### src/design/ssfs_regs.vh
// Overview of operation
// - The two-bit address is the plain binary set index, bit 1 most significant.
// - At most four stored parameter sets are supported.
// - A set count of two makes one address bit settable, a larger count makes two.
// - With a count of two only bit 0 is used and it picks set 0 or set 1.
// - With one address bit, either input line a or input line b may drive bit 0.
// - A non-inverted line gives 1 when high, an inverted line gives 1 when low.
// - With a count above two, the lines may map to bits 0 and 1 in either order.
// - With a count of two the address bit pick is held at bit 0.
// - The target set number accepts only the values zero through three.
// - While off, a store copies the working parameters into the target set, replacing it; a store while on is ignored.
// - Each frame trigger while on with the policy bit set and waiting status high samples the lines and loads the addressed set.
// - While a selection line changes, waiting status drops and triggers are ignored.
// - Turning off mid frame finishes the frame, then restores the pre-enable params.
`ifndef SSFS_REGS_VH
`define SSFS_REGS_VH
`define SSFS_OFS_CTRL     12'h000
`define SSFS_OFS_COUNT    12'h004
`define SSFS_OFS_PICK     12'h008
`define SSFS_OFS_SRC      12'h00c
`define SSFS_OFS_TARGET   12'h010
`define SSFS_OFS_STORE    12'h014
`define SSFS_OFS_WORK     12'h018
`define SSFS_OFS_STATUS   12'h01c
`define SSFS_OFS_ACTIVE   12'h020
`define SSFS_CTRL_ON      0
`define SSFS_CTRL_POLICY  1
`define SSFS_SRC_LINE     0
`define SSFS_SRC_INV      1
`define SSFS_MAX_SETS     3'h4
`define SSFS_ONE_BIT_CNT  3'h2
`define SSFS_RST_COUNT    3'h2
`define SSFS_RST_SRC0     2'h0
`define SSFS_RST_SRC1     2'h1
`define SSFS_COUNT_MSB    2
`define SSFS_TARGET_MSB   1
`define SSFS_PICK_BIT     0
`define SSFS_SRC_MSB      1
`define SSFS_PW           32
`define SSFS_NSETS        4
`endif

### src/design/ssfs_line_bit.v
`timescale 1ns/1ns
module ssfs_line_bit (
   // line inputs
   input  wire       line_a,
   input  wire       line_b,
   // source choice
   input  wire       use_b,
   input  wire       invert,
   // address bit
   output wire       bit_val
);
   assign bit_val = (use_b ? line_b : line_a) ^ invert;
endmodule // ssfs_line_bit

### src/design/ssfs_edge_watch.v
`timescale 1ns/1ns
module ssfs_edge_watch (
   // clocking
   input  wire       clk,
   input  wire       rst,
   input  wire       ce,
   // line inputs
   input  wire       line_a,
   input  wire       line_b,
   input  wire       trig,
   // results
   output wire       line_moving,
   output wire       trig_rise
);
   reg last_a;
   reg last_b;
   reg last_t;
   always @(posedge clk) begin
      if (rst) begin
         last_a <= 1'b0;
         last_b <= 1'b0;
         last_t <= 1'b0;
      end else if (ce) begin
         last_a <= line_a;
         last_b <= line_b;
         last_t <= trig;
      end
   end
   assign line_moving = (last_a != line_a) | (last_b != line_b);
   assign trig_rise   = trig & ~last_t;
endmodule // ssfs_edge_watch

### src/design/ssfs_top.v
// The APB interface to the registers and the register addresses are this design's own decisions.
`timescale 1ns/1ns
`include "ssfs_regs.vh"
module ssfs_top (
   // clock and reset
   input  wire        CLK,
   input  wire        SYS_RST,
   input  wire        CE,
   // apb slave
   input  wire        PSEL,
   input  wire        PENABLE,
   input  wire        PWRITE,
   input  wire [11:0] PADDR,
   input  wire [31:0] PWDATA,
   output reg  [31:0] PRDATA,
   output reg         PREADY,
   output reg         PSLVERR,
   // external controller
   input  wire        INPUT_LINE_A,
   input  wire        INPUT_LINE_B,
   input  wire        FRAME_TRIG,
   input  wire        FRAME_DONE,
   // acquisition side
   output reg  [31:0] ACTIVE_PARAMS,
   output reg  [1:0]  CURRENT_SET,
   output reg         FRAME_ACTIVE,
   output reg         WAIT_TRIG
);
   reg [31:0] set_mem [0:`SSFS_NSETS-1];
   reg [31:0] working;
   reg [31:0] saved;
   reg        sequencer_on;
   reg        set_advance_policy;
   reg [2:0]  stored_set_count;
   reg        addr_bit_pick;
   reg [1:0]  addr_bit_line_src [0:1];
   reg [1:0]  target_set_number;
   reg        running;
   reg        stop_pending;
   wire       line_moving;
   wire       trig_rise;
   wire [1:0] live_bit;
   wire [1:0] live_addr;
   wire       acc;
   wire       wr;
   wire       two_bits;
   reg [31:0] rd_val;
   reg        rd_err;

   assign acc = PSEL & PENABLE & ~PREADY;
   assign wr  = acc & PWRITE;
   assign two_bits = stored_set_count > `SSFS_ONE_BIT_CNT;

   ssfs_edge_watch u_watch (
      .clk         (CLK),
      .rst         (SYS_RST),
      .ce          (CE),
      .line_a      (INPUT_LINE_A),
      .line_b      (INPUT_LINE_B),
      .trig        (FRAME_TRIG),
      .line_moving (line_moving),
      .trig_rise   (trig_rise)
   );

   genvar g;
   generate
      for (g = 0; g < 2; g = g + 1) begin : g_bit
         ssfs_line_bit u_bit (
            .line_a  (INPUT_LINE_A),
            .line_b  (INPUT_LINE_B),
            .use_b   (addr_bit_line_src[g][`SSFS_SRC_LINE]),
            .invert  (addr_bit_line_src[g][`SSFS_SRC_INV]),
            .bit_val (live_bit[g])
         );
      end
   endgenerate

   // one-bit mode forces bit 1 low so only sets 0 and 1 are reachable
   assign live_addr = {live_bit[1] & two_bits, live_bit[0]};

   always @* begin
      rd_val = 32'h0000_0000;
      rd_err = 1'b0;
      case (PADDR)
         `SSFS_OFS_CTRL:   rd_val = {30'h0, set_advance_policy, sequencer_on};
         `SSFS_OFS_COUNT:  rd_val = {29'h0, stored_set_count};
         `SSFS_OFS_PICK:   rd_val = {31'h0, addr_bit_pick};
         `SSFS_OFS_SRC:    rd_val = {30'h0, addr_bit_line_src[addr_bit_pick]};
         `SSFS_OFS_TARGET: rd_val = {30'h0, target_set_number};
         `SSFS_OFS_STORE:  rd_val = 32'h0000_0000;
         `SSFS_OFS_WORK:   rd_val = working;
         `SSFS_OFS_STATUS: rd_val = {27'h0, live_addr, stop_pending, running, WAIT_TRIG};
         `SSFS_OFS_ACTIVE: rd_val = set_mem[target_set_number];
         default:          rd_err = 1'b1;
      endcase
   end

   // apb: one wait state, answer in the cycle after the access phase starts
   always @(posedge CLK) begin
      if (SYS_RST) begin
         PREADY  <= 1'b0;
         PRDATA  <= 32'h0000_0000;
         PSLVERR <= 1'b0;
      end else if (CE) begin
         PREADY  <= acc;
         PSLVERR <= acc & rd_err;
         if (acc & ~PWRITE)
            PRDATA <= rd_val;
      end
   end

   // configuration registers
   always @(posedge CLK) begin
      if (SYS_RST) begin
         sequencer_on         <= 1'b0;
         set_advance_policy   <= 1'b0;
         stored_set_count     <= `SSFS_RST_COUNT;
         addr_bit_pick        <= 1'b0;
         addr_bit_line_src[0] <= `SSFS_RST_SRC0;
         addr_bit_line_src[1] <= `SSFS_RST_SRC1;
         target_set_number    <= 2'h0;
      end else if (CE & wr) begin
         case (PADDR)
            `SSFS_OFS_CTRL: begin
               sequencer_on       <= PWDATA[`SSFS_CTRL_ON];
               // config other than the target set number is frozen while on; software is expected to stop first
               if (!sequencer_on)
                  set_advance_policy <= PWDATA[`SSFS_CTRL_POLICY];
            end
            `SSFS_OFS_COUNT: begin
               if (!sequencer_on && PWDATA[`SSFS_COUNT_MSB:0] >= `SSFS_ONE_BIT_CNT
                   && PWDATA[`SSFS_COUNT_MSB:0] <= `SSFS_MAX_SETS) begin
                  stored_set_count <= PWDATA[`SSFS_COUNT_MSB:0];
                  if (PWDATA[`SSFS_COUNT_MSB:0] == `SSFS_ONE_BIT_CNT)
                     addr_bit_pick <= 1'b0;
               end
            end
            `SSFS_OFS_PICK:
               if (!sequencer_on)
                  addr_bit_pick <= PWDATA[`SSFS_PICK_BIT] & two_bits;
            `SSFS_OFS_SRC:
               if (!sequencer_on)
                  addr_bit_line_src[addr_bit_pick] <= PWDATA[`SSFS_SRC_MSB:0];
            `SSFS_OFS_TARGET:
               if (PWDATA[31:`SSFS_TARGET_MSB+1] == 30'h0)
                  target_set_number <= PWDATA[`SSFS_TARGET_MSB:0];
            default: ;
         endcase
      end
   end

   // stored sets; no reset so they map onto plain memory
   always @(posedge CLK) begin
      if (CE & wr & (PADDR == `SSFS_OFS_STORE) & ~sequencer_on)
         set_mem[target_set_number] <= working;
   end

   // sequencer run control
   always @(posedge CLK) begin
      if (SYS_RST) begin
         working       <= 32'h0000_0000;
         saved         <= 32'h0000_0000;
         running       <= 1'b0;
         stop_pending  <= 1'b0;
         ACTIVE_PARAMS <= 32'h0000_0000;
         CURRENT_SET   <= 2'h0;
         FRAME_ACTIVE  <= 1'b0;
         WAIT_TRIG     <= 1'b0;
      end else if (CE) begin
         if (wr && PADDR == `SSFS_OFS_WORK && !running)
            working <= PWDATA;
         if (sequencer_on && !running && set_advance_policy) begin
            running <= 1'b1;
            saved   <= working;
         end
         if (running && !sequencer_on)
            stop_pending <= 1'b1;
         if (stop_pending && !FRAME_ACTIVE) begin
            running      <= 1'b0;
            stop_pending <= 1'b0;
            working      <= saved;
         end
         // moving line drops waiting status and masks triggers
         WAIT_TRIG <= running & ~stop_pending & ~FRAME_ACTIVE & ~line_moving;
         if (trig_rise && WAIT_TRIG && !line_moving && running && !stop_pending) begin
            // held here so later line moves cannot change the frame's set
            CURRENT_SET  <= live_addr;
            working      <= set_mem[live_addr];
            FRAME_ACTIVE <= 1'b1;
            // waiting status must drop with the trigger, not one cycle late
            WAIT_TRIG    <= 1'b0;
         end else if (FRAME_DONE) begin
            FRAME_ACTIVE <= 1'b0;
         end
         ACTIVE_PARAMS <= working;
      end
   end
endmodule // ssfs_top

### config.mk
export PLATFORM = sky130hd
export DESIGN_NAME = ssfs_top
export DESIGN_NICKNAME = d
export VERILOG_FILES = /design/src/design/ssfs_line_bit.v /design/src/design/ssfs_edge_watch.v /design/src/design/ssfs_top.v
export VERILOG_INCLUDE_DIRS = /design/src /design/src/design
export SDC_FILE = /design/constraint.sdc
export NUM_CORES = 1
export LEC_CHECK = 0
export BUFFER_PORTS_ARGS = -buffer_cell sky130_fd_sc_hd__buf_4
export CORE_MARGIN = 2
export CORE_UTILIZATION = 28
export DETAILED_ROUTE_END_ITERATION = 12
export SYNTH_ARGS = -nofsm -noshare
export SYNTH_HDL_FRONTEND = slang
export SYNTH_HIERARCHICAL = 1
export SYNTH_SLANG_ARGS = --single-unit
export TNS_END_PERCENT = 10
### constraint.sdc
create_clock -name CLK -period 17.69 [get_ports CLK]
set_input_delay 5.307 -clock CLK [delete_from_list [all_inputs] [get_ports CLK]]
set_output_delay 5.307 -clock CLK [all_outputs]
set_load 0.05 [all_outputs]
Word-level counts from Yosys, hierarchy flattened
Memories as Yosys holds them, arrays and structs flattened. A register that Yosys moved wholly into a read port is not among the register bits. Cells that the tools add are included. W data, S select, Z words.

Add/subtract/negate cells: 0. $mul: 0. Divide/modulo/power cells: 0. $lt $le $gt $ge: 3. Eq/ne operators: 14. Shift-type cells: 0. Muxes and demuxes: 34. Bitwise gates (word level): 24. Reduce and logical (&&, ||, !) cells: 38.

Operators with widths (number): $pmux W32 S8 (1); $mux W32 (3); $eq A12 B5 Y1 const B (4); $logic_not A30 Y1 (1); $mux W1 (26); $eq A12 B4 Y1 const B (2); $reduce_and A2 Y1 (8); $and A1 B1 Y1 (14); $eq A12 B3 Y1 const B (1); $eq A12 B6 Y1 const B (1); $logic_and A1 B1 Y1 (12); $logic_not A12 Y1 (1); $reduce_and A3 Y1 (3); $reduce_or A9 Y1 (1); $reduce_bool A2 Y1 (4); $not A1 Y1 (7); $mux W2 (3); $ne A2 B2 Y1 const B (3); $logic_not A1 Y1 (5); $reduce_and A5 Y1 (1); $eq A3 B2 Y1 const B (1); $ge A3 B2 Y1 const B (1); $gt A3 B2 Y1 const B (1); $le A3 B3 Y1 const B (1); 6 further kinds (8).

Flip-flop bits (word level): 147. Bits in latches: 0. Bits in writable memories: 132. Bits in read-only memories: 0. Bits of input ports: 54. Output and inout bits: 70. Word-level logic and storage cells: 134. Memories: 2.

Memories: set_mem (words 4, bits a word 32, rd ports 2, clocked after Yosys merged registers in 1, wr ports 1, RTL line ssfs_top.v:29) `` reg [31:0] set_mem [0:`SSFS_NSETS-1]; ``; addr_bit_line_src (words 2, bits a word 2, rd ports 3, clocked after Yosys merged registers in 1, wr ports 2, RTL line ssfs_top.v:36) `reg [1:0] addr_bit_line_src [0:1];`.

Depth between registers and ports, before layout
Gate-level depths: netlist (run 1).

Word-level depth: 9. Gate-level depth with buffers: 8. Gate-level depth less buffers: 7.

By module
Netlist (run 1), hierarchy kept.

By module, submodules not included: ssfs_top (instances 1, cells an instance 1019, area each 12154.2 sq um, sequential area each 6906.6 sq um); ssfs_edge_watch (instances 1, cells an instance 13, area each 128.9 sq um, sequential area each 60.1 sq um); ssfs_line_bit (instances 2, cells an instance 2, area each 18.8 sq um, sequential area each 0.0 sq um).

Least setup slack after synthesis (run 1)
No wires, ideal clock.

Kind: input-to-reg. Start: input port PADDR[9]. End: memory set_mem[1][0], enable pin. Library setup time: 0.468 ns. Data arrival time: 9.283 ns. Required time: 17.222 ns. Setup slack: 7.939 ns. Stages on the path: 5. Path buffers: 1. Path through: or4_4 > or3_1 > buf_2 > or4_1 > nor3b_1.

Word-level cells in the longest chain between the ends: 5.

RTL lines: start: declaration (RTL line ssfs_top.v:13) `input wire [11:0] PADDR,`; $eq A12 B5 Y1; $and A1 B1 Y1 (2 in a row) (RTL line ssfs_top.v:154) `` if (CE & wr & (PADDR == `SSFS_OFS_STORE) & ~sequencer_on) ``; $mux W1 (RTL line ssfs_top.v:154); $mux W1 (implied by the code) (RTL line ssfs_top.v:155) `set_mem[target_set_number] <= working;`; end: declaration (RTL line ssfs_top.v:29).

No other way between the ends.

Final worst setup path (run 1)
Start: input port CE. End: memory set_mem[1][27], enable pin.

Word-level cells in the longest chain between the ends: 5.

RTL lines: start: declaration (RTL line ssfs_top.v:8) `input wire CE,`; $and A1 B1 Y1 (3 in a row) (RTL line ssfs_top.v:154); $mux W1 (RTL line ssfs_top.v:154); $mux W1 (implied by the code) (RTL line ssfs_top.v:155).

No other way between the ends.

==> metrics.md, run 1 <==
| Metric | Value |
|---|---|
| Synthesized area per cell | 11.89 sq um |
| CORE AREA | 0.04327 sq mm |
| Die footprint | 0.04570 sq mm |
| Placed insts | 1681 |
| Detailed-placement wirelength estimate | 21940 um |
| Fin. Hold Viols | 0 |
| Mapped Cells | 1036 |
| Outcome | finished clean |
| Synth area leader | edfxtp_1 |
| Pin count of the biggest net entering global routing | 68 |
| R2r setup slk | 15110 ps |
| Fin util | 34.35% |
| Clock latency on the worst-skew pair | 550 ps |
| Cell family with most CP delay | simple AND/OR/NAND/NOR gates |
| Final Cycle Share | 45.19% |
| Synth Warn # | 6 |
| Row count | 76 |
| Die Height | 213.8 um |
| Worst EP arrival | 8180 ps |
| Worst Path Max Fanout | 43 |
| Depth of the CTS H-tree | 1 |
| Crit-path slowest cell | or4b_2 |
| Nets | 1181 |
| Register area share after synthesis | 56.55% |
| Clock Pin Slew Worst Setup and Hold Paths | 60 ps |
| Critical R2R Capture | working[3]$_SDFFE_PP0P_ |
| Antenna cells | 0 |
| Layout cell share with drive strength beyond 1 | 23.57% |
| CP Class | in2reg |
| First-pass detailed-route iteration total | 5 |
| Top cells by area, synth | edfxtp_1 (32%), dfxtp_1 (24%), mux4_2 (12%) |
| Setup_tns | 0 ps |
| Synth unique cells | 49 |
| Fin. max-slew vios | 0 |
| P&R area growth vs syn | 20.63% |
| Rel. slew slack | 20.65% |
| Vias in the first global route | 8671 |
| Worst vdd ir | 0.05371 mV |
| Share of the synthesized area in the top cell type | 32.17% |
| Power density over cell area | 92.93 mW/mm^2 |
| Global route overflow | 0 |
| Critical Path Sink | set_mem[1][27]$_DFFE_PP_ |
| Critical Path RT | 17870 ps |
| Initial cell density of the core | 28.48% |
| CP dominant cell by count | buf_4 |
| Clock Sink Count | 282 |
| Drc violations | 0 |
| Dpl ws | 9110 ps |
| Startpoint types | input pin |
| Final Critical Period | 7994 ps |
| Clock root buffer | clkbuf_16 |
| CTS tree | done |
| Post-Layout Cell Count | 1735 |
| Critical Path Source | CE |
| Final WS setup | 9696 ps |
| Drt total wl | 35520 um |
| Cts repair resizes | 0 |
| CP Cell Sequence | buf_4 -> inv_1 -> or4b_2 -> or4_1 -> nor3b_2 -> buf_4 |
| Leak | 5.072 nW |
| Total GRT Usage | 15.52% |
| Final setup vio count | 0 |
| Vias | 8744 |
| Final GP Congestion | 0.8469 |
| Unrepaired setup endpoints after global routing | no |
| Boundary Pins | 124 |
| Start point of the worst min-delay path | saved[9]$_SDFFE_PP0P_ |
| Post-CTS Setup Bufs | 0 |
| Initial DRC count | 766 |
| Cts hold-fix bufs | 0 |
| DR vias/cell | 5.040 |
| Reg2reg start | addr_bit_line_src[0][0]$_SDFFCE_PN0P_ |
| First-pass GRT wire length | 53630 um |
| Total Power | 1.381 mW |
| R2R depth | 6 |
| Total of max-cap violations | 0 |
| Final ANT Viol Nets | 0 |
| Flops & latches, synth | 282 |
| CP bufs+invs | 3 |
| Hold Path Class | reg2reg |
| CP Depth | 6 |
| Fin Clk Skew | 9.651 ps |
| Worst-Margin Slew | 1189 ps |
| Die W | 213.8 um |
| Slowest stage delay, CP | 770 ps |
| TritonCTS Buffers | 29 |
| Setup crit end kind | flip-flop |
| DR WL/cell | 20.47 um |
| Fill cell count | 4280 |
| Clock Path Buffers | 3 |
| Port bufs | 123 |
| Fmax | 125.1 MHz |
| Initial antenna violation count | 1 |
| Syn nets | 1090 |
| Cell area after synthesis | 0.01232 sq mm |
where the power goes:
part           switching, mW  total (mW)  leakage (nW)  internal [mW]
combinational         0.0333      0.0572          2.33         0.0239
sequential          0.000952       0.679          2.25          0.678
clock                  0.255       0.645         0.490          0.390
cells in the mapped netlist (all sizes together):
cell / n
nand3: 8
a211oi: 33
or3b: 2
a21o: 1
dfxtp: 150
or2: 4
a32oi: 1
nand4: 5
nand2b: 4
inv: 6
clkbuf: 67
nor2: 92
a21oi: 47
a22oi: 33
mux2i: 78
nor2b: 34
edfxtp: 132
o2111ai: 1
nor4: 15
a32o: 1
o31ai: 1
and3b: 1
o21ai: 34
nor3b: 1
nand4b: 1
and4: 2
a31oi: 1
nor3: 36
o221ai: 1
or4: 4
mux2: 3
xnor2: 4
or3: 5
nand3b: 1
and2: 30
or4b: 2
buf: 12
mux4: 63
nand2: 112
o21a: 3
o211a: 1
and3: 2
o41ai: 1
o22ai: 1
flip-flops by register name (all words and copies together) (netlist names), 2 cells and up, named ones only:
register,cells
saved,32
target_set_number,2
ACTIVE_PARAMS,32
stored_set_count,3
addr_bit_line_src,4
set_mem,128
working,32
PRDATA,32
CURRENT_SET,2
metal layers:
layer / up-vias / share of wire (%) / GRT usage (%) / wire (um)
met5: - / 0 / 0 / 0
met4: 0 / 2.0 / 3.784 / 719
met3: 53 / 6.1 / 2.622 / 2179
met2: 281 / 48 / 25.53 / 16880
met1: 4388 / 44 / 21.33 / 15740
li1: 4022 / - / - / -
cells in the final DEF (no fill, tap or decap), drive strengths merged, types with 34 or more instances in the layout:
master | synthesis | layout
mux2i | 78 | 78
nor2b | 34 | 34
a21oi | 47 | 47
buf | 12 | 139
mux4 | 63 | 63
dfxtp | 150 | 150
clkbuf | 67 | 39
nand2 | 112 | 112
nor3 | 36 | 36
nor2 | 92 | 92
edfxtp | 132 | 132
o21ai | 34 | 34
how the worst min path moves through the flow:
stage | slack (ps) | cells past startpoint | to
5_1_grt | 470 | 2 | saved[20]$_SDFFE_PP0P_
4_1_cts | 450 | 2 | saved[11]$_SDFFE_PP0P_
3_3_place_gp | 440 | 2 | saved[21]$_SDFFE_PP0P_
6_report | 450 | 2 | saved[9]$_SDFFE_PP0P_
2_1_floorplan | 430 | 2 | saved[30]$_SDFFE_PP0P_
3_5_place_dp | 450 | 2 | saved[11]$_SDFFE_PP0P_
tightest hold or removal path, stage by stage, from the launching register on:
cell and delay [ps]:
dfxtp_1 300, nand2_1 50, a21oi_1 50
metrics by stage:
step	hold WS [ps]	area, sq um
floorplan	433.8	12320
global placement	440.5	13860
detailed placement	445.6	13860
CTS	454.3	14860
global route	469.7	14860
finish	452.2	14860
layout make-up:
class                      count  area (sq um)  share of cell area [%]
clock buffer                  39         803.3                   5.405
clock inverter                15         201.4                   1.355
inverter                       6         22.52                  0.1515
multi-input combinational    669          5091                   34.26
sequential                   282          6968                   46.88
tap                          585         732.0                   4.925
timing repair buffer         139          1044                   7.021
cells by family (layout without fill, tap and decap cells):
logic type,Yosys count,count (layout),synth area share [%]
and+or+nand+nor,361,361,14.27
buffers and inverters,85,199,2.610
xor gates and xnor gates,4,4,0.2843
muxes,144,144,18.13
AOI/OAI and AO/OA,160,160,8.165
DFF,282,282,56.55
Power figures use the tool's default switching activity.
==> inputs of run 2 (changes only) <==
==> constraint.sdc (replaced) <==
create_clock -name CLK -period 7.12 [get_ports CLK]
set_input_delay 2.136 -clock CLK [delete_from_list [all_inputs] [get_ports CLK]]
set_output_delay 2.136 -clock CLK [all_outputs]
set_load 0.05 [all_outputs]
==> metrics.md, run 2 (synthesized netlist as in run 1, its figures left out) <==
| Metric | Value |
|---|---|
| Outcome | finished clean (unchanged) |
| Initial cell density of the core | 28.48% (unchanged) |
| Layout cell share with drive strength beyond 1 | 23.52% (was 23.57%) |
| Switch share | 21.20% (was 20.96%) |
| Fin Clk Skew | 7.058 ps (was 9.651 ps) |
| Clock Path Buffers | 3 (unchanged) |
| Row count | 76 (unchanged) |
| Power density over cell area | 229.2 mW/mm^2 (was 92.93 mW/mm^2) |
| Drt total wl | 35020 um (was 35520 um) |
| Nets | 1182 (was 1181) |
| Antenna cells | 0 (unchanged) |
| Net Sw Power | 0.7218 mW (was 0.2894 mW) |
| Setup crit end kind | flip-flop (unchanged) |
| Fin. max-slew vios | 0 (unchanged) |
| CORE AREA | 0.04327 sq mm (unchanged) |
| Most flop-heavy register | set_mem (unchanged) |
| Final Critical Period | 4795 ps |
| CP Class | in2reg (unchanged) |
| Post-CTS Setup Bufs | 0 (unchanged) |
| Detailed-placement wirelength estimate | 22060 um (was 21940 um) |
| Vias | 8670 (was 8744) |
| Total of max-cap violations | 0 (unchanged) |
| Drc violations | 0 (unchanged) |
| CTS tree | done (unchanged) |
| Flop pwr share | 49.5% (was 49.1%) |
| Final setup vio count | 0 (unchanged) |
| Reg2reg start | u_watch/last_a$_SDFFE_PP0P_ (was addr_bit_line_src[0][0]$_SDFFCE_PN0P_) |
| Final GP Congestion | 0.8768 (was 0.8469) |
| Hold Path Class | reg2reg (unchanged) |
| Combinational power share | 4.2% (was 4.1%) |
| Worst Path Max Fanout | 43 (unchanged) |
| Fmax | 208.6 MHz |
| Critical R2R Capture | working[31]$_SDFFE_PP0P_ (was working[3]$_SDFFE_PP0P_) |
| Fill cell count | 4257 (was 4280) |
| R2R depth | 8 (was 6) |
| Clock latency on the worst-skew pair | 550 ps (about the same) |
| P&R area growth vs syn | 20.55% (was 20.63%) |
| Clock Sink Count | 282 (unchanged) |
| CP Cell Sequence | buf_4 -> inv_1 -> or4b_2 -> or4_1 -> nor3b_2 -> buf_4 (unchanged) |
| Startpoint types | input pin (unchanged) |
| Vias in the first global route | 8688 (was 8671) |
| Pin count of the biggest net entering global routing | 74 (was 68) |
| Worst EP arrival | 4980 ps (was 8180 ps) |
| Rel. slew slack | 15.87% (was 20.65%) |
| Number of flip-flops in the largest register | 128 (unchanged) |
| Critical Path RT | 7310 ps (was 17870 ps) |
| TritonCTS Buffers | 30 (was 29) |
| Die Height | 213.8 um (unchanged) |
| Port bufs | 123 (unchanged) |
| Cts repair resizes | 0 (unchanged) |
| Commonest non-fill, non-tap cell in the layout | dfxtp_1 (unchanged) |
| DR WL/cell | 20.16 um (was 20.47 um) |
| First-pass detailed-route iteration total | 5 (unchanged) |
| Setup_tns | 0 ps (unchanged) |
| Total GRT Usage | 15.35% (was 15.52%) |
| CP dominant cell by count | buf_4 (unchanged) |
| Slowest stage delay, CP | 770 ps (about the same) |
| Die footprint | 0.04570 sq mm (unchanged) |
| Cts hold-fix bufs | 0 (unchanged) |
| Unrepaired setup endpoints after global routing | no (unchanged) |
| Internal | 2.683 mW (was 1.092 mW) |
| Boundary Pins | 124 (unchanged) |
| Initial DRC count | 733 (was 766) |
| Fin. Hold Viols | 0 (unchanged) |
| Worst-Margin Slew | 1261 ps (was 1189 ps) |
| Depth of the CTS H-tree | 1 (unchanged) |
| Clock root buffer | clkbuf_16 (unchanged) |
| Leak | 5.074 nW (was 5.072 nW) |
| Clock Pin Slew Worst Setup and Hold Paths | 60 ps (about the same) |
| Worst hold path depth | 2 (unchanged) |
| DR vias/cell | 4.991 (was 5.040) |
| Die W | 213.8 um (unchanged) |
| Final Cycle Share | 67.34% |
| Worst vdd ir | 0.1314 mV (was 0.05371 mV) |
| Placed insts | 1681 (unchanged) |
| Crit-path slowest cell | or4b_2 (unchanged) |
| Post-Layout Cell Count | 1737 (was 1735) |
| Final ANT Viol Nets | 0 (unchanged) |
| Commonest non-fill, non-tap cells in the layout | dfxtp_1 (149), buf_4 (139), edfxtp_1 (132), nand2_1 (112), nor2_1 (90) (unchanged) |
| First-pass GRT wire length | 53260 um (was 53630 um) |
| Initial antenna violation count | 0 (was 1) |
| Global route overflow | 0 (unchanged) |
| Start point of the worst min-delay path | saved[2]$_SDFFE_PP0P_ (was saved[9]$_SDFFE_PP0P_) |
| Clock power share | 46.3% (was 46.7%) |
| R2r setup slk | 4350 ps (was 15110 ps) |
| End of the worst hold path | saved[2]$_SDFFE_PP0P_ (was saved[9]$_SDFFE_PP0P_) |
[run 2: area by class of cell]
class	count	area (sq um)	area share [%]
timing repair buffer	139	1044	7.026
multi-input combinational	669	5091	34.28
sequential	282	6968	46.91
clock buffer	41	853.3	5.745
inverter	6	22.52	0.1516
clock inverter	15	142.6	0.9603
tap	585	732.0	4.928
[run 2: routing by layer]
layer  part of all wire (%)  track usage (%)  wire length [um]
met5                      0                0                 0
met4                    1.9            3.568               669
met2                     47            24.88             16400
met1                     44            21.18             15530
met3                    6.9            3.076              2414
[run 2: through the flow]
stage / area [sq um] / hold slack (ps) / setup slack (ps) / total power [mW] / util (%)
finish: 14850 / 452.7 / 2325 / 3.405 / 34.33
detailed placement: 13860 / 445.6 / 1752 / 1.865 / 32.03
global route: 14850 / 475.5 / 2154 / 3.518 / 34.33
global placement: 13860 / 441.2 / 1796 / 1.865 / 32.03
CTS: 14850 / 453.8 / 2323 / 3.436 / 34.33
floorplan: 12320 / 433.8 / 540.0 / 1.805 / -
[run 2: how the worst max path moves through the flow]
stage | from | cells after the start | slack [ps] | to
6_report | CE | 6 | 2330 | set_mem[1][19]$_DFFE_PP_
5_1_grt | CE | 6 | 2150 | set_mem[1][18]$_DFFE_PP_
3_3_place_gp | CE | 6 | 1800 | set_mem[1][18]$_DFFE_PP_
2_1_floorplan | PADDR[9] | 5 | 540 | set_mem[1][0]$_DFFE_PP_
3_5_place_dp | CE | 6 | 1750 | set_mem[1][20]$_DFFE_PP_
4_1_cts | CE | 6 | 2320 | set_mem[1][19]$_DFFE_PP_
[run 2: worst max-delay path: cells and delay by family]
family | cells | cell delay (ps)
AND/OR/NAND/NOR | 3 | 1460
buffers and inverters | 3 | 1330
[run 2: power groups by stage]
stage / Sequential, mW / Clock, mW / Combinational (mW)
floorplan: 1.72 / 0 / 0.0811
global placement: 1.72 / 0 / 0.144
detailed placement: 1.72 / 0 / 0.143
CTS: 1.69 / 1.61 / 0.144
global route: 1.69 / 1.68 / 0.154
finish: 1.69 / 1.58 / 0.142
